File: src/mem_strobe_pkg.sv
// Package: register map, bank timing layout and sequencer states
package mem_strobe_pkg;
	localparam int unsigned BANKS  = 4;    // Number of bank selects
	localparam int unsigned BANK_W = 2;    // Bank index width
	localparam int unsigned ADDR_W = 24;   // External address width
	localparam int unsigned DATA_W = 32;   // External and bus data width
	localparam int unsigned CNT_W  = 8;    // Width of gap counters

	// Register byte offsets
	localparam logic [7:0] OFS_TIMING0 = 8'h00; // Bank 0..3 at +4 each
	localparam logic [7:0] OFS_ADDRESS = 8'h10; // Access address
	localparam logic [7:0] OFS_WDATA   = 8'h14; // Write data
	localparam logic [7:0] OFS_COMMAND = 8'h18; // Start, direction, bank
	localparam logic [7:0] OFS_STATUS  = 8'h1C; // Busy, done, mode error
	localparam logic [7:0] OFS_RDATA   = 8'h20; // Captured read data

	// Command and status bit positions
	localparam int unsigned CMD_START = 0;
	localparam int unsigned CMD_WRITE = 1;
	localparam int unsigned CMD_BANK  = 4;
	localparam int unsigned ST_BUSY   = 0;
	localparam int unsigned ST_DONE   = 1;
	localparam int unsigned ST_MODE   = 2;

	// Gap figures in memory clock periods
	localparam logic [CNT_W-1:0] GAP_READ_WRITE = 8'h04;
	localparam logic [CNT_W-1:0] GAP_PD_READ    = 8'h03;
	localparam logic [CNT_W-1:0] GAP_WRITE_READ = 8'h03;
	localparam logic [CNT_W-1:0] GAP_WRITE_WRT  = 8'h01;
	localparam logic [CNT_W-1:0] GAP_IDLE_EXTRA = 8'h01;
	localparam logic [CNT_W-1:0] CNT_MAX        = 8'hFF;

	// Per-bank timing control, low 16 bits of its register
	typedef struct packed {
		logic       asyncMode;       // Bank uses asynchronous access
		logic       prefetchDisable; // Prefetch disable
		logic [2:0] idleCycleCount;  // Idle cycles
		logic [2:0] readHoldCount;   // Read hold cycles
		logic [2:0] writeHoldCount;  // Write hold cycles
		logic [4:0] waitCount;       // Wait states, strobe width
	} bank_timing_type;

	localparam logic [15:0] TIMING_RESET = 16'h8001; // Async, one wait

	// Access sequencer states
	typedef enum logic [2:0] {
		ST_IDLE   = 3'b000,
		ST_LOAD   = 3'b001,
		ST_SETUP  = 3'b010,
		ST_STROBE = 3'b011,
		ST_HOLD   = 3'b100
	} seq_state_type;
endpackage : mem_strobe_pkg

File: src/async_memory_strobe_timing.sv
// Asynchronous memory strobe sequencer with APB register access
// Notes on behaviour
// - Strobes stay low for wait-state periods
// - Address, selects held read-hold after read
// - Address, data held write-hold after write
// - Address and select lead strobe at least one period
// - Same-bank reads: hold, plus one if idle
// - Cross-bank reads: read hold plus idle
// - Read then write: hold plus max(idle,4)
// - Prefetch off: hold+3, or hold+max(idle,3)
// - Write to write: one plus write hold
// - Write to read: three plus write hold
// - Drive data before write; release before read
// - Sequencing only for asynchronous mode banks
`timescale 1ns/100ps
`default_nettype none
module async_memory_strobe_timing (
	input  wire logic                              clock,
	input  wire logic                              rstn,
	input  wire logic                              psel,
	input  wire logic                              penable,
	input  wire logic                              pwrite,
	input  wire logic [7:0]                        paddr,
	input  wire logic [mem_strobe_pkg::DATA_W-1:0] pwdata,
	output var  logic [mem_strobe_pkg::DATA_W-1:0] prdata,
	output wire logic                              pready,
	output wire logic                              pslverr,
	output var  logic [mem_strobe_pkg::ADDR_W-1:0] memAddress,
	output var  logic [mem_strobe_pkg::BANKS-1:0]  bank_select_n,
	output var  logic                              mem_read_strobe_n,
	output var  logic                              mem_write_strobe_n,
	output var  logic [mem_strobe_pkg::DATA_W-1:0] memDataOut,
	output var  logic                              memDataOe,
	input  wire logic [mem_strobe_pkg::DATA_W-1:0] memDataIn,
	input  wire logic                              mem_ack_in
);
	import mem_strobe_pkg::*;

	seq_state_type     state;         // Sequencer state
	bank_timing_type   cfg;           // Timing set of the current bank
	bank_timing_type   busCfg;        // Timing set read by software
	bank_timing_type   prevCfg;       // Timing set of the previous access
	logic [ADDR_W-1:0] reqAddress;    // Address register
	logic [DATA_W-1:0] reqData;       // Write data register
	logic [DATA_W-1:0] readData;      // Captured read data
	logic              reqWrite;      // Direction of pending access
	logic [BANK_W-1:0] reqBank;       // Bank of pending access
	logic              prevValid;     // A previous access exists
	logic              prevWrite;     // Previous access was a write
	logic [BANK_W-1:0] prevBank;      // Bank of previous access
	logic [CNT_W-1:0]  sinceRise;     // Strobe-high periods since rise
	logic [CNT_W-1:0]  phaseCount;    // Periods spent in strobe or hold
	logic              doneFlag;      // Access finished, sticky
	logic              modeErr;       // Access refused, sticky
	logic              accessWait;    // First access-phase cycle seen

	// Bus decode
	wire busAccess = psel && penable && pready;
	wire busWrite  = busAccess && pwrite;
	wire isTiming  = paddr[7:4] == OFS_TIMING0[7:4] && paddr[1:0] == 2'b00;
	wire isAddress = paddr == OFS_ADDRESS;
	wire isWdata   = paddr == OFS_WDATA;
	wire isCommand = paddr == OFS_COMMAND;
	wire isStatus  = paddr == OFS_STATUS;
	wire isRdata   = paddr == OFS_RDATA;
	wire mapped    = isTiming || isAddress || isWdata || isCommand
		|| isStatus || isRdata;
	wire [BANK_W-1:0] busBank = paddr[BANK_W+1:2];
	wire [BANK_W-1:0] cmdBank = pwdata[CMD_BANK +: BANK_W];
	wire busy      = state != ST_IDLE;
	wire cmdTake   = busWrite && isCommand && pwdata[CMD_START] && !busy;
	wire doneClear = busWrite && isStatus && pwdata[ST_DONE];
	wire modeClear = busWrite && isStatus && pwdata[ST_MODE];

	// One wait state on every access, error for unmapped addresses
	assign pready  = psel && penable && accessWait;
	assign pslverr = pready && !mapped;

	// Per-bank timing sets; sequencer port follows the command bank
	bank_timing_store u_store (
		.clock       (clock),
		.rstn        (rstn),
		.writeEnable (busWrite && isTiming),
		.writeIndex  (busBank),
		.writeData   (bank_timing_type'(pwdata[15:0])),
		.busIndex    (busBank),
		.busData     (busCfg),
		.seqIndex    (cmdTake ? cmdBank : reqBank),
		.seqData     (cfg)
	);

	// Strobe-high gap owed to the previous access
	wire sameBank = prevBank == reqBank;
	wire [CNT_W-1:0] rHold = CNT_W'(prevCfg.readHoldCount);
	wire [CNT_W-1:0] wHold = CNT_W'(prevCfg.writeHoldCount);
	wire [CNT_W-1:0] idle  = CNT_W'(prevCfg.idleCycleCount);
	wire [CNT_W-1:0] idle4 = idle > GAP_READ_WRITE ? idle : GAP_READ_WRITE;
	wire [CNT_W-1:0] idle3 = idle > GAP_PD_READ ? idle : GAP_PD_READ;
	wire [CNT_W-1:0] sameNoPd = idle == '0 ? rHold
		: rHold + GAP_IDLE_EXTRA;
	wire [CNT_W-1:0] readRead = prevCfg.prefetchDisable
		? (sameBank ? rHold + GAP_PD_READ : rHold + idle3)
		: (sameBank ? sameNoPd : rHold + idle);
	wire [CNT_W-1:0] fromRead = reqWrite ? rHold + idle4
		: readRead;
	wire [CNT_W-1:0] fromWrite = reqWrite
		? GAP_WRITE_WRT + wHold
		: GAP_WRITE_READ + wHold;
	wire [CNT_W-1:0] gapNeed = !prevValid ? '0
		: (prevWrite ? fromWrite : fromRead);

	// Phase completion terms
	wire [CNT_W-1:0] waitNeed = cfg.waitCount == '0 ? CNT_W'(1)
		: CNT_W'(cfg.waitCount);
	wire [CNT_W-1:0] holdNeed = reqWrite ? CNT_W'(cfg.writeHoldCount)
		: CNT_W'(cfg.readHoldCount);
	wire gapMet    = {1'b0, sinceRise} + 9'd1 >= {1'b0, gapNeed};
	wire waitMet   = phaseCount + CNT_W'(1) >= waitNeed;
	wire strobeEnd = state == ST_STROBE && waitMet && mem_ack_in;
	wire holdEnd   = state == ST_HOLD && phaseCount + CNT_W'(1) >= holdNeed;
	wire accessEnd = holdEnd || (strobeEnd && holdNeed == '0);
	wire strobeLow = !mem_read_strobe_n || !mem_write_strobe_n;

	// Access sequencer
	always_ff @(posedge clock or negedge rstn) begin
		if (!rstn) begin
			state <= ST_IDLE;
		end else begin
			case (state)
				ST_IDLE:   if (cmdTake) state <= ST_LOAD;
				// Non-asynchronous banks are refused here
				ST_LOAD:   state <= cfg.asyncMode ? ST_SETUP : ST_IDLE;
				// Address leads the strobe by at least a period
				ST_SETUP:  if (gapMet) state <= ST_STROBE;
				// Strobe held for wait count, stretched by ack
				ST_STROBE: if (strobeEnd) begin
					state <= holdNeed == '0 ? ST_IDLE : ST_HOLD;
				end
				ST_HOLD:   if (holdEnd) state <= ST_IDLE;
				default:   state <= ST_IDLE;
			endcase
		end
	end

	// Period counter for strobe-low and hold phases
	always_ff @(posedge clock or negedge rstn) begin
		if (!rstn) begin
			phaseCount <= '0;
		end else if (state == ST_SETUP || strobeEnd) begin
			phaseCount <= '0;
		end else begin
			phaseCount <= phaseCount + CNT_W'(1);
		end
	end

	// Strobe-high run since the last rise, saturating
	always_ff @(posedge clock or negedge rstn) begin
		if (!rstn) begin
			sinceRise <= CNT_MAX;
		end else if (strobeEnd) begin
			sinceRise <= '0;
		end else if (!strobeLow && sinceRise != CNT_MAX) begin
			sinceRise <= sinceRise + CNT_W'(1);
		end
	end

	// Pin drive: selects, address and strobes
	always_ff @(posedge clock or negedge rstn) begin
		if (!rstn) begin
			memAddress         <= '0;
			bank_select_n      <= '1;
			mem_read_strobe_n  <= 1'b1;
			mem_write_strobe_n <= 1'b1;
		end else begin
			// Address and select set before the strobe falls
			if (state == ST_LOAD && cfg.asyncMode) begin
				memAddress    <= reqAddress;
				bank_select_n <= ~(BANKS'(1) << reqBank);
			end else if (accessEnd) begin
				// Released only once the hold has run
				bank_select_n <= '1;
			end
			if (state == ST_SETUP && gapMet) begin
				mem_read_strobe_n  <= reqWrite;
				mem_write_strobe_n <= !reqWrite;
			end else if (strobeEnd) begin
				mem_read_strobe_n  <= 1'b1;
				mem_write_strobe_n <= 1'b1;
			end
		end
	end

	// Write data drive, enabled from setup until hold ends
	always_ff @(posedge clock or negedge rstn) begin
		if (!rstn) begin
			memDataOut <= '0;
			memDataOe  <= 1'b0;
		end else if (state == ST_LOAD && cfg.asyncMode && reqWrite) begin
			memDataOut <= reqData;
			memDataOe  <= 1'b1;
		end else if (accessEnd) begin
			memDataOe  <= 1'b0;
		end
	end

	// Read capture at the strobe rise, and previous-access record
	always_ff @(posedge clock or negedge rstn) begin
		if (!rstn) begin
			readData  <= '0;
			prevValid <= 1'b0;
			prevWrite <= 1'b0;
			prevBank  <= '0;
			prevCfg   <= bank_timing_type'(TIMING_RESET);
		end else if (strobeEnd) begin
			if (!reqWrite) begin
				readData <= memDataIn;
			end
			prevValid <= 1'b1;
			prevWrite <= reqWrite;
			prevBank  <= reqBank;
			prevCfg   <= cfg;
		end
	end

	// Software registers for the pending access
	always_ff @(posedge clock or negedge rstn) begin
		if (!rstn) begin
			reqAddress <= '0;
			reqData    <= '0;
			reqWrite   <= 1'b0;
			reqBank    <= '0;
		end else begin
			if (busWrite && isAddress) reqAddress <= pwdata[ADDR_W-1:0];
			if (busWrite && isWdata) reqData <= pwdata;
			if (cmdTake) begin
				reqWrite <= pwdata[CMD_WRITE];
				reqBank  <= cmdBank;
			end
		end
	end

	// Sticky flags: a setting event wins over a clear
	always_ff @(posedge clock or negedge rstn) begin
		if (!rstn) begin
			doneFlag <= 1'b0;
			modeErr  <= 1'b0;
		end else begin
			doneFlag <= accessEnd || (doneFlag && !doneClear);
			modeErr  <= (state == ST_LOAD && !cfg.asyncMode)
				|| (modeErr && !modeClear);
		end
	end

	// Bus wait state and registered read data
	always_ff @(posedge clock or negedge rstn) begin
		if (!rstn) begin
			accessWait <= 1'b0;
			prdata     <= '0;
		end else begin
			accessWait <= psel && penable && !accessWait;
			if (psel && penable && !accessWait) begin
				prdata <= isTiming ? DATA_W'(busCfg)
					: isAddress ? DATA_W'(reqAddress)
					: isWdata ? reqData
					: isRdata ? readData
					: isStatus ? DATA_W'({modeErr, doneFlag, busy})
					: isCommand ? DATA_W'({reqBank, 2'b00, reqWrite, 1'b0})
					: '0;
			end
		end
	end

	// Checks: low-run length for strobe width
	logic [CNT_W-1:0] lowRun;
	always_ff @(posedge clock or negedge rstn) begin
		if (!rstn) begin
			lowRun <= '0;
		end else begin
			lowRun <= strobeLow ? lowRun + CNT_W'(1) : '0;
		end
	end

	strobe_width_a: assert property (
		@(posedge clock) disable iff (!rstn)
		$rose(!strobeLow) |-> lowRun >= waitNeed)
		else $error("strobe shorter than wait count");

	setup_lead_a: assert property (
		@(posedge clock) disable iff (!rstn)
		$rose(strobeLow) |-> $past(bank_select_n) != '1)
		else $error("strobe fell without select lead");

	read_hold_a: assert property (
		@(posedge clock) disable iff (!rstn)
		$rose(mem_read_strobe_n) && cfg.readHoldCount != '0
		|-> $stable(memAddress) && $stable(bank_select_n)
			&& bank_select_n != '1)
		else $error("address moved inside read hold");

	write_hold_a: assert property (
		@(posedge clock) disable iff (!rstn)
		$rose(mem_write_strobe_n) && cfg.writeHoldCount != '0
		|-> memDataOe && bank_select_n != '1 && $stable(memAddress)
			&& $stable(memDataOut))
		else $error("address or data dropped inside write hold");

	write_data_a: assert property (
		@(posedge clock) disable iff (!rstn)
		$fell(mem_write_strobe_n) |-> $past(memDataOe))
		else $error("write strobe fell before data drive");

	read_release_a: assert property (
		@(posedge clock) disable iff (!rstn)
		!mem_read_strobe_n |-> !memDataOe)
		else $error("data driven during read strobe");

	strobe_gap_a: assert property (
		@(posedge clock) disable iff (!rstn)
		$rose(strobeLow) |-> $past(sinceRise) + 9'd1 >= $past(gapNeed))
		else $error("strobe-high gap too short");

	async_only_a: assert property (
		@(posedge clock) disable iff (!rstn)
		state == ST_LOAD && !cfg.asyncMode
		|=> state == ST_IDLE && !strobeLow ##1 !strobeLow)
		else $error("strobe on a non-asynchronous bank");

	ack_stretch_a: assert property (
		@(posedge clock) disable iff (!rstn)
		state == ST_STROBE && !mem_ack_in |=> strobeLow)
		else $error("strobe rose while ack low");

	read_capture_a: assert property (
		@(posedge clock) disable iff (!rstn)
		$rose(mem_read_strobe_n) |-> readData == $past(memDataIn))
		else $error("read data not captured at strobe rise");
endmodule : async_memory_strobe_timing
`default_nettype wire

File: src/bank_timing_store.sv
// Per-bank timing control storage with two registered read ports
`timescale 1ns/100ps
`default_nettype none
module bank_timing_store (
	input  wire logic                              clock,
	input  wire logic                              rstn,
	input  wire logic                              writeEnable,
	input  wire logic [mem_strobe_pkg::BANK_W-1:0] writeIndex,
	input  var  mem_strobe_pkg::bank_timing_type   writeData,
	input  wire logic [mem_strobe_pkg::BANK_W-1:0] busIndex,
	output var  mem_strobe_pkg::bank_timing_type   busData,
	input  wire logic [mem_strobe_pkg::BANK_W-1:0] seqIndex,
	output var  mem_strobe_pkg::bank_timing_type   seqData
);
	import mem_strobe_pkg::*;

	bank_timing_type entry [BANKS]; // One timing set per bank

	// Each entry loads only on its own index
	for (genvar i = 0; i < BANKS; i++) begin : g_entry
		always_ff @(posedge clock or negedge rstn) begin
			if (!rstn) begin
				entry[i] <= bank_timing_type'(TIMING_RESET);
			end else if (writeEnable && writeIndex == BANK_W'(i)) begin
				entry[i] <= writeData;
			end
		end
	end

	// Registered read ports
	always_ff @(posedge clock or negedge rstn) begin
		if (!rstn) begin
			busData <= bank_timing_type'(TIMING_RESET);
			seqData <= bank_timing_type'(TIMING_RESET);
		end else begin
			busData <= entry[busIndex];
			seqData <= entry[seqIndex];
		end
	end
endmodule : bank_timing_store
`default_nettype wire

File: config.mk
export PLATFORM = sky130hd
export DESIGN_NAME = async_memory_strobe_timing
export DESIGN_NICKNAME = d
export VERILOG_FILES = /design/src/mem_strobe_pkg.sv /design/src/async_memory_strobe_timing.sv /design/src/bank_timing_store.sv
export SDC_FILE = /design/constraint.sdc
export NUM_CORES = 1
export LEC_CHECK = 0
export ABC_CLOCK_PERIOD_IN_PS = 4600
export BUFFER_PORTS_ARGS = -buffer_cell sky130_fd_sc_hd__buf_2
export CAP_MARGIN = 10
export CORE_MARGIN = 2
export CORE_UTILIZATION = 58
export CTS_CLUSTER_SIZE = 8
export DETAILED_ROUTE_END_ITERATION = 10
export PLACE_DENSITY = 0.78
export SLEW_MARGIN = 10
export SYNTH_ARGS = -nofsm -noshare
export SYNTH_HDL_FRONTEND = slang
export SYNTH_HIERARCHICAL = 1
export SYNTH_SLANG_ARGS = --single-unit
File: constraint.sdc
create_clock -name clock -period 4.6 [get_ports clock]
set_clock_uncertainty 0.15 [all_clocks]
set_input_delay 0.92 -clock clock [delete_from_list [all_inputs] [get_ports clock]]
set_output_delay 0.92 -clock clock [all_outputs]
set_load 0.02 [all_outputs]
## Word-level counts from Yosys, hierarchy flattened

Cells that the tools add are included.

| storage, ports and cells | value |
|---|---|
| flip-flop bits (word level) | 318 |
| bits of input ports | 78 |
| word-level logic and storage cells | 208 |

| operators by class | value |
|---|---|
| $add $sub $neg | 10 |
| order comparisons | 7 |
| eq/ne operators | 18 |
| shift-type cells | 1 |
| muxes and demuxes | 42 |
| bitwise logic cells | 4 |
| reduce and logical (&&, ||, !) cells | 65 |

Operator list:

| operator | count |
|---|---|
| 32-bit two-way mux | 4 |
| 16-bit binary-select mux with 2-bit select | 2 |
| 16-bit two-way mux | 4 |
| 4-bit two-way mux | 10 |
| 8-bit by 5-bit == test with 1-bit output (second input constant) | 4 |
| 1-bit logical AND | 31 |
| 3-bit two-way mux | 8 |
| 8-bit two-way mux | 3 |
| 8-bit by 1-bit adder with 8-bit output (second input constant) | 2 |
| 8-bit logical NOT | 2 |
| 3-bit case mux with 5 select lines | 1 |
| 3-bit by 3-bit adder with 4-bit output | 3 |
| 6-bit two-way mux | 2 |
| 1-bit logical NOT | 10 |
| 1-bit logical OR | 10 |
| 8-bit by 1-bit adder with 9-bit output (second input constant) | 1 |
| 9-bit by 4-bit >= comparator with 1-bit output | 1 |
| 8-bit by 6-bit == test with 1-bit output (second input constant) | 1 |
| 8-bit by 3-bit >= comparator with 1-bit output | 1 |
| 8-bit by 5-bit >= comparator with 1-bit output | 1 |
| 2-bit inequality test (second input constant) | 4 |
| 8-bit inequality test (second input constant) | 1 |
| 2-bit nonzero test | 4 |
| 3-bit by 2-bit == test with 1-bit output (second input constant) | 2 |
| other kinds (26) | 35 |

## Longest topological paths before layout

Gate-level depths: netlist (run 1).

| logic depth | value |
|---|---|
| word-level depth | 12 |
| depth in mapped cells | 15 |

## Modules after synthesis

Netlist (run 1), hierarchy kept.

Modules (own cells, without submodules):

| module | times used | cells each | area an instance (um2) | sequential area each (um2) |
|---|---|---|---|---|
| async_memory_strobe_timing | 1 | 811 | 10,264.8 | 5,572.8 |
| bank_timing_store | 1 | 208 | 3,990.1 | 2,417.3 |

## Least setup slack after synthesis (run 1)

Ideal clock, no wire load.

| path | value |
|---|---|
| path kind | input-to-reg |
| start | input paddr[1] |
| end | register u_store/seqData[10] (netlist name) |
| setup time | 138 ps |
| data arrival time | 3,291 ps |
| data required time | 4,312 ps |
| slack | 1,021 ps |
| stages | 9 |
| cell sequence | or4_1 nor2_2 nand2_1 nor2_1 and4_1 mux2_2 buf_2 buf_4 mux4_2 |

| between the ends | value |
|---|---|
| cells in the longest elaborated chain, start to end | 9 |

RTL lines:

| item | RTL line | source |
|---|---|---|
| start: declaration | async_memory_strobe_timing.sv:23 | `input wire logic [7:0] paddr,` |
| 8-bit by 5-bit == test with 1-bit output | async_memory_strobe_timing.sv:63 | `wire isCommand = paddr == OFS_COMMAND;` |
| 1-bit logical AND (3 in series) | async_memory_strobe_timing.sv:71 | `wire cmdTake = busWrite && isCommand && pwdata[CMD_START] && !busy;` |
| 2-bit two-way mux | n/a |  |
| 2-bit inverter with 3-bit output (not written as such) | bank_timing_store.sv:37 | `seqData <= entry[seqIndex];` |
| 16-bit binary-select mux with 2-bit select | bank_timing_store.sv:37 |  |
| 16-bit two-way mux (not written as such) (2 in series) | bank_timing_store.sv:37 |  |
| end signal: assignment | bank_timing_store.sv:34 | `seqData <= bank_timing_type'(TIMING_RESET);` |
| end signal: assignment | bank_timing_store.sv:37 |  |
| end: declaration | bank_timing_store.sv:13 | `output var mem_strobe_pkg::bank_timing_type seqData` |

No other way between the ends. The select of a mux whose other input is x is not followed.
A chain may end at the register's enable or synchronous reset.

## Worst setup path after layout (run 1)

| path | value |
|---|---|
| start | register reqBank[0] |
| end | register state[0] |

| between the ends | value |
|---|---|
| cells in the longest elaborated chain, start to end | 9 |
| elaborated cells between the ends (all ways) | 10 |
| those cells by class | order compare: 1; eq/ne: 2; mux: 6; reduce/logical: 1 |

RTL lines:

| item | RTL line | source |
|---|---|---|
| start: declaration | async_memory_strobe_timing.sv:47 | `logic [BANK_W-1:0] reqBank;` |
| start signal: assignment | async_memory_strobe_timing.sv:237 | `reqBank <= cmdBank;` |
| 2-bit == test (*) | async_memory_strobe_timing.sv:93 | `wire sameBank = prevBank == reqBank;` |
| 4-bit two-way mux, on equally long branches | async_memory_strobe_timing.sv:103, async_memory_strobe_timing.sv:102 |  |
| 4-bit two-way mux (*) | async_memory_strobe_timing.sv:102 | `? (sameBank ? rHold + GAP_PD_READ : rHold + idle3)` |
| 4-bit two-way mux (*) | async_memory_strobe_timing.sv:104 | `wire [CNT_W-1:0] fromRead = reqWrite ? rHold + idle4` |
| 4-bit two-way mux (*) | async_memory_strobe_timing.sv:110 | `: (prevWrite ? fromWrite : fromRead);` |
| 4-bit two-way mux (*) | async_memory_strobe_timing.sv:109 | `wire [CNT_W-1:0] gapNeed = !prevValid ? '0` |
| 9-bit by 4-bit >= comparator with 1-bit output (*) | async_memory_strobe_timing.sv:117 | `wire gapMet = {1'b0, sinceRise} + 9'd1 >= {1'b0, gapNeed};` |
| 2-bit inequality test (no line) (*) | n/a |  |
| 4-bit AND reduction (no line) (*) | n/a |  |
| end signal: assignment | async_memory_strobe_timing.sv:132 | `ST_LOAD: state <= cfg.asyncMode ? ST_SETUP : ST_IDLE;` |
| end signal: assignment | async_memory_strobe_timing.sv:137 | `state <= holdNeed == '0 ? ST_IDLE : ST_HOLD;` |
| end: declaration | async_memory_strobe_timing.sv:39 | `seq_state_type state;` |

Mark *: on every way between the ends. The rest lies on a longest branch, timed or not.

==> out/results.ini, run 1 <==
[critical_path]
crit_slowest_cell = dfrtp_1
critPathLaunch = reqBank[0]$_DFF_PN0_
cp_max_fo = 7
r2r_start = reqBank[0]$_DFF_PN0_
r2r_setup_slack_ps = 740
cp.depth = 15
cp.buffers_inverters = 1
crit_chain = xor2_1 > o21ai_0 > or2_2 > ha_1 > inv_1 > fa_1 > mux2_2 > a211oi_1 > o21ai_0 > ha_1 > a21o_1 > a21o_1 > a21oi_1 > nand4b_1 > a21o_1
cp-endpoint = state[0]$_DFFE_PN0P_
startpoint_type = flip-flop
crit_top_cell = a21o_1
worstReg2RegEnd = state[0]$_DFFE_PN0P_
critical_path_class = flip-flop to flip-flop
worst_setup_path_end_kind = flip-flop
arrival_ps = 4130
cp.required_ps = 4870
critPathTopFamily = compound AO/OA/AOI/OAI gates
slowest_delay_ps = 440
r2r_cells = 15

[detailed_routing]
wl_mm = 34.6
via_per_inst = 6.01
detail-route-antenna-nets = 0
drtIter0Drc = 731
dr_total_vias = 9412
wl_per_cell_um = 22.1
drt_pre_antenna_iters = 5
drt_drc_violations_left = 0

[synthesis]
avgSynthCellArea_um2 = 14.0
synth.largest_area_cell = dfrtp_1
synth_top_area_share_pct = 51.3
synth_edf_count = 0
synth_area_um2 = 14300
yosysWarnings = 6
synth_nets = 1126
synth_most_common_cell = dfrtp_1
dominantRegCellSynth = dfrtp_1
netlist-cell-type-count = 69
yosysSeqAreaShare_pct = 56.1
synth_commonest_cells = dfrtp_1 (292), mux2_2 (196), nand2_1 (61)
synth_area_leaders = dfrtp_1 (51%), mux2_2 (15%), mux4_2 (5.1%)
syn-instance-count = 1019
ys_async_sr_fraction_pct = 100
ys_seq_elements = 318

[timing]
fin_tns_setup_ps = 0
setup-violations-final = 0
period_share_pct = 83.9
min_period_ps = 3860
hold_violations = 0
relSlewSlack_pct = 33.8
hold_ws_ps = 273
setup_slack_ps = 742
rsz0062_at_grt = no
slew_violations = 0
fmax_ghz = 0.259
max_slew.worst_pin.slew_ps = 990

[clock_network]
path_clk_slew_ps = 50
cts_resized = 0
insertion_delay_ps = 540
cts_setup_buffers = 0
cts_tree = done
postCtsHoldBufs = 0
clockBufferDepth = 3
clkSinkCount = 318
cts-root-buf = clkbuf_16
cts_buffers = 45
h-tree-depth = 2

[grt]
grt_pass1_vias = 9949
track_usage_pct = 27.2
grt_pass1_wl_mm = 55.1
gr-total-overflow = 0
antenna_found_initial = 0
grt_max_degree = 100

[hold_path]
hp-class = primary input to async pin

[floorplan]
fp-row-count = 57
dieArea_um2 = 25800
die_w_um = 161
initial_core_util_pct = 58.8
fp.dieH_um = 161
design.core.area_um2 = 24200
num_io_pins = 175

[cells_and_area]
filler_cell_count = 1669
synthToLayoutAreaGrowth_pct = 17.8
final_nets = 1312
layout-drive-gt1-share_pct = 44.0
antennaDiodeCount = 0
final_util_pct = 69.2

[pwr]
vdd_drop_max_mv = 0.320
p_leak_nw = 8.39
power.density_nw_per_um2 = 388

[placed_design]
io_buffers = 174
pre_cts_slack_ps = 553
gp_congestion = 0.832
hpwl_mm = 22.6

[run_status]
status = finished, final reports clean

[flow_run]
drv_cap = 0

==> layout by cell type, fill, tap and decap left out, types with 4 or more instances in the layout <==
| cell type | n |
|---|---|
| mux2_4 | 30 |
| a32oi_1 | 4 |
| and2_1 | 5 |
| xnor2_1 | 11 |
| buf_2 | 173 |
| a222oi_1 | 19 |
| ha_1 | 25 |
| a22oi_1 | 8 |
| nor2_1 | 35 |
| mux2i_1 | 8 |
| inv_1 | 21 |
| nand2_1 | 60 |
| fa_1 | 4 |
| clkbuf_16 | 46 |
| a221oi_1 | 5 |
| nor2b_1 | 4 |
| dfrtp_1 | 292 |
| dfstp_2 | 26 |
| xor2_1 | 13 |
| o21ai_0 | 35 |
| nand3_1 | 8 |
| mux2_2 | 196 |
| buf_4 | 17 |
| a31oi_1 | 6 |
| a21o_1 | 16 |
| nor3_1 | 4 |
| nand2b_1 | 5 |
| or2_2 | 4 |
| a21oi_1 | 22 |
| clkbuf_1 | 35 |
| mux4_2 | 32 |
| and3_1 | 8 |
| nand4b_1 | 4 |
==> layout make-up <==
cell class / instances / area (um2) / area share, %
sequential: 318 / 7990 / 47.6
clock buffer: 82 / 1300 / 7.72
inverter: 21 / 78.8 / 0.470
clock inverter: 2 / 36.3 / 0.216
timing repair buffer: 194 / 1070 / 6.37
multi-input combinational: 625 / 5910 / 35.2
tap: 324 / 405 / 2.41
==> state kept, by name, summed over array words and instances (netlist names), 8 cells and up <==
name	cells
memAddress	24
memDataOut	32
phaseCount	8
prdata	32
readData	32
reqAddress	24
reqData	32
sinceRise	8
u_store/busData	16
u_store/entry	64
u_store/seqData	16
==> how the worst min path moves through the flow <==
| stage | startpoint | end | cells after the start |
|---|---|---|---|
| global route | rstn | prdata[28]$_DFFE_PN0P_ | 1 |
| CTS | rstn | readData[28]$_DFFE_PN0P_ | 1 |
| detailed placement | memDataOe$_DFFE_PN0P_ | memDataOe$_DFFE_PN0P_ | 2 |
| global placement | doneFlag$_DFF_PN0_ | doneFlag$_DFF_PN0_ | 2 |
| floorplan | u_store/seqData[12]$_DFF_PN0_ | idle[1]$_DFFE_PN0P_ | 2 |
| finish | rstn | prdata[28]$_DFFE_PN0P_ | 1 |
==> report_power, final <==
group	switching [mW]	internal, mW	leakage, nW	total [mW]
Clock	1.20	1.89	0.632	3.09
Combinational	0.322	0.219	3.46	0.541
Sequential	0.0246	2.85	4.30	2.87
==> per-layer routing <==
layer  global-route usage [%]  up-vias  wire length (um)
met1                     37.3     4831             14600
li1                         -     4124                 -
met4                     9.86        0               918
met3                     4.42       72              1940
met5                        0        -                 0
met2                     44.6      385             17100
==> logic make-up after synthesis <==
kind of cell    count (synthesis)  share of synthesized area (%)
compound gates                142                           7.12
xor+xnor                       24                           1.47
fa+ha+maj                      29                           2.76
buf+inv                        76                           2.55
flops                         318                           56.1
mux                           266                           24.3
other cells                     1                         0.0263
simple gates                  163                           5.76
==> metrics by stage <==
step / total power, mW / area, um2 / cells
global placement: 3.44 / 15500 / 1482
finish: 6.51 / 16800 / 1566
floorplan: 3.27 / 14300 / 1019
detailed placement: 3.46 / 15500 / 1482
global route: 6.76 / 16800 / 1566
CTS: 6.56 / 16800 / 1566
(Power assumes the default switching activity.)
==> inputs of run 2 (changes only) <==
--- a/config.mk
+++ b/config.mk
@@ -5,7 +5,7 @@
 export SDC_FILE = /design/constraint.sdc
 export NUM_CORES = 1
 export LEC_CHECK = 0
-export ABC_CLOCK_PERIOD_IN_PS = 4600
+export ABC_CLOCK_PERIOD_IN_PS = 4000
 export BUFFER_PORTS_ARGS = -buffer_cell sky130_fd_sc_hd__buf_2
 export CAP_MARGIN = 10
 export CORE_MARGIN = 2
==> constraint.sdc (replaced) <==
create_clock -name clock -period 4 [get_ports clock]
set_clock_uncertainty 0.15 [all_clocks]
set_input_delay 0.8 -clock clock [delete_from_list [all_inputs] [get_ports clock]]
set_output_delay 0.8 -clock clock [all_outputs]
set_load 0.02 [all_outputs]
==> run 2 against run 1 <==
Compared with the run above:
- worst hold slack got worse by 170 ps
- count of clock-buffer cells in the layout fell by 13
- setup slack lost 450 ps
- routed wire length decreased by 0.43%
- register-to-register slack got worse by 450 ps
- first-iteration DRC count up 0.68%
- sequential share of layout area grew 0.082 points
- flip-flop and latch count stayed put
- combinational power increased by 14%
- largest cell class unchanged
- largest power group unchanged
==> out/results.ini, run 2 (synthesis results as in run 1) <==
[placed_design]
hpwl_mm = 22.7  ; was 22.6 mm
io_buffers = 174  ; unchanged
placed_area_um2 = 15500  ; about the same
gp_congestion = 0.834  ; was 0.832

[clock_network]
h-tree-depth = 2  ; unchanged
cts-root-buf = clkbuf_16  ; unchanged
cts_buffers = 45  ; unchanged
clkSinkCount = 318  ; unchanged
clockBufferDepth = 3  ; unchanged
insertion_delay_ps = 530  ; was 540 ps
cts_tree = done  ; unchanged
cts_resized = 0  ; unchanged
cts_setup_buffers = 0  ; unchanged
path_clk_slew_ps = 50  ; about the same
postCtsHoldBufs = 0  ; unchanged

[grt]
grt_pass1_wl_mm = 55.5  ; was 55.1 mm
grt_pass1_vias = 10186  ; was 9949
grt_busiest_layer = met2  ; unchanged
use_met2_pct = 46.2  ; was 44.6%
use_met1_pct = 36.3  ; was 37.3%
grt_use_met3_pct = 4.18  ; was 4.42%
antenna_found_initial = 2  ; was 0
gr-total-overflow = 0  ; unchanged
track_usage_pct = 27.3  ; was 27.2%
grt_max_degree = 89  ; was 100

[timing]
period_share_pct = 92.8  ; was 83.9%
min_period_ps = 3710  ; was 3860 ps
fmax_ghz = 0.269  ; was 0.259 GHz
setup-violations-final = 0  ; unchanged
hold_ws_ps = 100  ; was 273 ps
hold_violations = 0  ; unchanged
relSlewSlack_pct = 35.9  ; was 33.8%
rsz0062_at_grt = no  ; unchanged
slew_violations = 0  ; unchanged
max_slew.worst_pin.slew_ps = 959  ; was 990 ps
fin_tns_setup_ps = 0  ; unchanged

[detailed_routing]
dr_total_vias = 9489  ; was 9412
wl_per_cell_um = 22.1  ; about the same
drt_pre_antenna_iters = 8  ; was 5
wl_mm = 34.5  ; was 34.6 mm
drt_drc_violations_left = 0  ; unchanged
drtIter0Drc = 736  ; was 731
via_per_inst = 6.08  ; was 6.01
detail-route-antenna-nets = 0  ; unchanged

[floorplan]
die_w_um = 161  ; unchanged
num_io_pins = 175  ; unchanged
fp-row-count = 57  ; unchanged
initial_core_util_pct = 58.8  ; unchanged
fp.dieH_um = 161  ; unchanged
dieArea_um2 = 25800  ; unchanged
design.core.area_um2 = 24200  ; unchanged

[pwr]
vdd_drop_max_mv = 0.337  ; was 0.320 mV
p_leak_nw = 8.40  ; was 8.39 nW
power.density_nw_per_um2 = 438  ; was 388 nW/um2

[cells_and_area]
final_area_um2 = 16800  ; about the same
top_register = u_store/entry  ; unchanged
synthToLayoutAreaGrowth_pct = 17.6  ; was 17.8%
final_nets = 1318  ; was 1312
layout-drive-gt1-share_pct = 44.5  ; was 44.0%
layout_commonest_cell = dfrtp_1  ; unchanged
largest_register_ffs = 64  ; unchanged
final_cell_mix = dfrtp_1 (292), mux2_2 (196), buf_2 (173)  ; unchanged
final_util_pct = 69.1  ; was 69.2%

[hold_path]
hp-class = primary input to async pin  ; unchanged

[critical_path]
startpoint_type = flip-flop  ; unchanged
slowest_delay_ps = 410  ; was 440 ps
cp_max_fo = 2  ; was 7
critical_path_class = flip-flop to flip-flop  ; unchanged
crit_slowest_cell = a311oi_1  ; was dfrtp_1
arrival_ps = 4000  ; was 4130 ps
r2r_setup_slack_ps = 290  ; was 740 ps
worst_setup_path_end_kind = flip-flop  ; unchanged
critPathTopFamily = compound AO/OA/AOI/OAI gates  ; unchanged
cp.required_ps = 4290  ; was 4870 ps
cp.buffers_inverters = 1  ; unchanged
crit_chain = xor2_1 > o21ai_0 > or2_2 > ha_1 > inv_1 > fa_1 > mux2_2 > a211oi_1 > o21ai_0 > ha_1 > a21o_1 > a21o_1 > a21oi_1 > a311oi_1 > mux2i_1  ; was xor2_1 > o21ai_0 > or2_2 > ha_1 > inv_1 > fa_1 > mux2_2 > a211oi_1 > o21ai_0 > ha_1 > a21o_1 > a21o_1 > a21oi_1 > nand4b_1 > a21o_1

[run_status]
status = finished, final reports clean  ; unchanged

[flow_run]
drv_cap = 0  ; unchanged

[run 2: report_power, final]
part           switching (mW)  internal [mW]  total [mW]
clock                    1.34           2.07        3.41
sequential             0.0290           3.28        3.31
combinational           0.366          0.252       0.619
total                    1.74           5.61        7.34
[run 2: cell type report]
class / instances / area [um2]
timing repair buffer: 200 / 1110
inverter: 21 / 78.8
clock inverter: 2 / 40.0
fill: 1739 / 7490
multi-input combinational: 625 / 5910
clock buffer: 69 / 1220
antenna: 1 / 2.50
sequential: 318 / 7990
tap: 324 / 405
[run 2: path summary, 6_finish.rpt]
check                                       start                        endpoint  cells after the start
max                          reqBank[0]$_DFF_PN0_  mem_write_strobe_n$_DFFE_PN1P_                     15
min                                          rstn        readData[24]$_DFFE_PN0P_                      1
max reg2reg                  reqBank[0]$_DFF_PN0_  mem_write_strobe_n$_DFFE_PN1P_                     15
min reg2reg                prdata[29]$_DFFE_PN0P_          prdata[29]$_DFFE_PN0P_                      2
max in group asynchronous                    rstn      memDataOut[11]$_DFFE_PN0P_                      2
min in group clock         prdata[29]$_DFFE_PN0P_          prdata[29]$_DFFE_PN0P_                      2
[run 2: metrics by stage]
stage,cells,total power [mW],setup slack (ps)
2_1_floorplan,1019,3.76,480
3_3_place_gp,1488,3.96,293
3_5_place_dp,1488,3.98,245
4_1_cts,1559,7.40,288
5_1_grt,1560,7.64,27.8
6_report,1560,7.34,289
[run 2: per-layer routing]
metal / up-vias / wire length [um]
li1: 4123 / -
met1: 4922 / 14300
met2: 359 / 17100
met3: 83 / 1920
met4: 2 / 1120
met5: - / 13
[run 2: worst register-to-register path, delay by kind of cell (launching register included)]
family	cells	cell delay (ps)
AO/OA/AOI/OAI	7	1150
multiplexers	2	520
AND/OR/NAND/NOR	1	290
XOR/XNOR	1	200
flip-flops	1	380
buffers and inverters	1	70
adder cells (fa/ha/maj)	3	880
==> inputs of run 3 (changes only) <==
--- a/config.mk
+++ b/config.mk
@@ -9,12 +9,12 @@
 export BUFFER_PORTS_ARGS = -buffer_cell sky130_fd_sc_hd__buf_2
 export CAP_MARGIN = 10
 export CORE_MARGIN = 2
-export CORE_UTILIZATION = 58
+export CORE_UTILIZATION = 56
 export CTS_CLUSTER_SIZE = 8
 export DETAILED_ROUTE_END_ITERATION = 10
-export PLACE_DENSITY = 0.78
+export GPL_TIMING_DRIVEN = 0
+export PLACE_DENSITY = 0.75
 export SLEW_MARGIN = 10
 export SYNTH_ARGS = -nofsm -noshare
 export SYNTH_HDL_FRONTEND = slang
-export SYNTH_HIERARCHICAL = 1
 export SYNTH_SLANG_ARGS = --single-unit
==> run 3 against run 2 <==
Compared with the run above:
- setup slack lost 120 ps
- die area is 12% higher
- synthesized cell count rose by 24%
- clock power up 4%
- worst hold slack worse by 37 ps
- fmax down 3.2%
- global-route usage up 2.1 points
- count of clock-buffer cells in the layout up 13
- routed wire length up 24%
- power decreased by 3.2%
- critical path depth is 1 higher
- critical endpoint is now state[0]$_DFFE_PN0P_
==> out/results.ini, run 3 <==
[critical_path]
worstReg2RegEnd = state[0]$_DFFE_PN0P_  ; was mem_write_strobe_n$_DFFE_PN1P_
r2r_cells = 16  ; was 15
r2r_setup_slack_ps = 170  ; was 290 ps
startpoint_type = flip-flop  ; unchanged
critical_path_class = flip-flop to flip-flop  ; unchanged
cp.required_ps = 4230  ; was 4290 ps
arrival_ps = 4070  ; was 4000 ps
cp_max_fo = 5  ; was 2
worst_setup_path_end_kind = flip-flop  ; unchanged
r2r_start = reqBank[0]$_DFF_PN0_  ; unchanged

[pwr]
vdd_drop_max_mv = 0.301  ; was 0.337 mV
p_total_mw = 7.11  ; was 7.34 mW
power_frac_comb_pct = 4.1  ; was 8.4%
p_int_mw = 5.50  ; was 5.61 mW
p_leak_nw = 8.86  ; was 8.40 nW
p_switching_mw = 1.61  ; was 1.74 mW
sw_frac_of_total_pct = 22.7  ; was 23.6%
power_frac_clock_pct = 50.0  ; was 46.5%
power.density_nw_per_um2 = 391  ; was 438 nW/um2
seqPwrFrac_pct = 45.9  ; was 45.1%

[synthesis]
synth_top_area_share_pct = 47.4  ; was 51.3%
synth-simple-area-share_pct = 9.14  ; was 5.76%
dominantRegCellSynth = dfrtp_1  ; unchanged
synth.largest_area_cell = dfrtp_1  ; unchanged
synth_edf_count = 0  ; unchanged
yosysWarnings = 0  ; was 6
ys_seq_elements = 318  ; unchanged
netlist-cell-type-count = 72  ; was 69
avgSynthCellArea_um2 = 12.2  ; was 14.0 um2
synth_most_common_cell = dfrtp_1  ; unchanged
synth_area_um2 = 15400  ; was 14300 um2
yosys.area_share.adder_pct = 2.55  ; was 2.76%
syn-instance-count = 1263  ; was 1019
synth_commonest_cells = dfrtp_1 (292), mux2_2 (186), nand2_1 (111)  ; was dfrtp_1 (292), mux2_2 (196), nand2_1 (61)
synth_nets = 1370  ; was 1126
ys_async_sr_fraction_pct = 100  ; unchanged
synth_compound_area_share_pct = 11.0  ; was 7.12%
yosysSeqAreaShare_pct = 51.8  ; was 56.1%
synth_xor_area_share_pct = 1.25  ; was 1.47%
synth_top_family_by_area = multiplexers  ; unchanged
synth_area_leaders = dfrtp_1 (47%), mux2_2 (14%), dfstp_2 (4.4%)  ; was dfrtp_1 (51%), mux2_2 (15%), mux4_2 (5.1%)
synth_mux_area_share_pct = 21.1  ; was 24.3%

[run_status]
status = finished, final reports clean  ; unchanged

[cells_and_area]
layout_commonest_cell = dfrtp_1  ; unchanged
synthToLayoutAreaGrowth_pct = 18.0  ; was 17.6%
multi_input_area_um2 = 7010  ; was 5910 um2
register_area_um2 = 7990  ; about the same
layout-drive-gt1-share_pct = 34.0  ; was 44.5%
largest_register_ffs = 64  ; unchanged
top_register = u_store.entry  ; was u_store/entry
final_util_pct = 67.3  ; was 69.1%
final_cells = 1866  ; was 1560
final_cell_mix = dfrtp_1 (291), mux2_2 (186), buf_2 (180)  ; was dfrtp_1 (292), mux2_2 (196), buf_2 (173)
final_area_um2 = 18200  ; was 16800 um2
filler_cell_count = 1994  ; was 1739
final_nets = 1591  ; was 1318

[timing]
fmax_ghz = 0.261  ; was 0.269 GHz
max_slew.worst_pin.slew_ps = 953  ; was 959 ps
period_share_pct = 95.9  ; was 92.8%
setup-violations-final = 0  ; unchanged
min_period_ps = 3830  ; was 3710 ps
setup_slack_ps = 166  ; was 289 ps
slew_violations = 0  ; unchanged
relSlewSlack_pct = 36.2  ; was 35.9%
hold_violations = 0  ; unchanged

[grt]
track_usage_pct = 29.4  ; was 27.3%
grt_max_degree = 109  ; was 89
gr-total-overflow = 0  ; unchanged
grt_pass1_wl_mm = 65.6  ; was 55.5 mm
grt_pass1_vias = 11602  ; was 10186
antenna_found_initial = 4  ; was 2

[clock_network]
path_clk_slew_ps = 50  ; about the same
insertion_delay_ps = 540  ; was 530 ps
cts_buffers = 45  ; unchanged
cts_tree = done  ; unchanged
clkSinkCount = 318  ; unchanged
cts-root-buf = clkbuf_16  ; unchanged
clockBufferDepth = 3  ; unchanged
h-tree-depth = 2  ; unchanged

[detailed_routing]
drtIter0Drc = 1049  ; was 736
wl_met3_mm = 3.21  ; was 1.92 mm
wl_met2_mm = 19.6  ; was 17.1 mm
via_per_inst = 6.21  ; was 6.08
detail-route-antenna-nets = 0  ; unchanged
wl_per_cell_um = 22.8  ; was 22.1 um
drt_drc_violations_left = 0  ; unchanged
drt_pre_antenna_iters = 6  ; was 8
wl_mm = 42.6  ; was 34.5 mm
top_layer = met5  ; unchanged
wl_met1_mm = 18.2  ; was 14.3 mm
dr_total_vias = 11584  ; was 9489

[floorplan]
die_w_um = 170  ; was 161 um
fp.dieH_um = 170  ; was 161 um
fp-row-count = 60  ; was 57
dieArea_um2 = 28900  ; was 25800 um2
num_io_pins = 175  ; unchanged
initial_core_util_pct = 57.0  ; was 58.8%
design.core.area_um2 = 27000  ; was 24200 um2

[placed_design]
io_buffers = 170  ; was 174
hpwl_mm = 29.5  ; was 22.7 mm
placed_area_um2 = 16800  ; was 15500 um2
gp_congestion = 0.898  ; was 0.834
pre_cts_slack_ps = -444  ; was 245 ps
dpl.cell_count = 1777  ; was 1488

[hold_path]
hp-class = primary input to async pin  ; unchanged

[flow_run]
drv_cap = 0  ; unchanged

run 3: changes by cell type after synthesis, moves of 12 or more:
cell      change
a221oi_1     +20
a311oi_1     +15
clkbuf_1     +33
a21o_1       -12
nand2b_1     +31
mux4_2       -15
nor2_1       +34
o211a_1      +15
mux2i_1      +15
nand2_1      +50
a211oi_1     +30
run 3: repair_timing:
action,in CTS,in global routing
endpoints found under the setup margin,3,4
pin swaps,0,4
setup buffers,1,2
gates cloned,0,0
gates resized for setup,4,7
hold buffers,0,0
run 3: logic make-up (layout without fill, tap and decap cells):
family | after synthesis | in the layout
other cells | 1 | 5
buf+inv | 112 | 370
simple gates | 296 | 296
fa+ha+maj | 29 | 29
mux | 264 | 264
xor+xnor | 22 | 22
compound gates | 221 | 221
flops | 318 | 318
run 3: worst max path at each step:
| stage | from | endpoint | cells past startpoint |
|---|---|---|---|
| 2_1_floorplan | reqBank[1]$_DFF_PN0_ | mem_write_strobe_n$_DFFE_PN1P_ | 18 |
| 3_3_place_gp | rstn | memDataOut[10]$_DFFE_PN0P_ | 1 |
| 3_5_place_dp | reqBank[1]$_DFF_PN0_ | mem_write_strobe_n$_DFFE_PN1P_ | 18 |
| 4_1_cts | paddr[1] | pslverr | 6 |
| 5_1_grt | reqBank[0]$_DFF_PN0_ | state[0]$_DFFE_PN0P_ | 16 |
| 6_report | reqBank[0]$_DFF_PN0_ | state[0]$_DFFE_PN0P_ | 16 |
run 3: final cells by class:
| class | count | share of cell area (%) |
|---|---|---|
| Inverter | 26 | 0.537 |
| Antenna cell | 4 | 0.0550 |
| Clock buffer | 82 | 7.07 |
| Clock inverter | 2 | 0.200 |
| Sequential cell | 318 | 43.9 |
| Tap cell | 341 | 2.35 |
| Multi-Input combinational cell | 833 | 38.5 |
| Timing Repair Buffer | 176 | 5.31 |
| Buffer | 84 | 2.02 |
run 3: worst max-delay path: stages, from the launching register on:
cell and delay (ps):
dfrtp_1 420, xor2_2 220, or2_4 190, nand2_1 80, or2_2 290, ha_1 200, inv_1 70, fa_1 410
o21a_1 220, a221oi_2 240, o21ai_1 110, ha_1 270, nand2_1 60, o21ai_1 70, a221oi_2 370, and3b_1 220
o21ai_0 80
run 3: power by group through the flow:
stage | clock, mW | sequential (mW) | combinational, mW
after floorplan | 0 | 3.34 | 0.0841
final | 3.55 | 3.27 | 0.292
after detailed placement | 0 | 3.32 | 0.291
after global routing | 3.74 | 3.27 | 0.321
after CTS | 3.59 | 3.27 | 0.293
after global placement | 0 | 3.32 | 0.274
run 3: metrics by stage:
stage	hold WS, ps	TNS, ps
finish	63.5	0
global placement	307	-1178550
global route	109	-39.0
floorplan	304	0
CTS	81.4	0
detailed placement	315	-1250
run 3: metal layers:
metal | vias to the layer above | track usage, %
met5 | - | 0
met4 | 2 | 12.0
met3 | 109 | 5.02
met2 | 531 | 46.0
met1 | 5860 | 41.2
li1 | 5082 | -
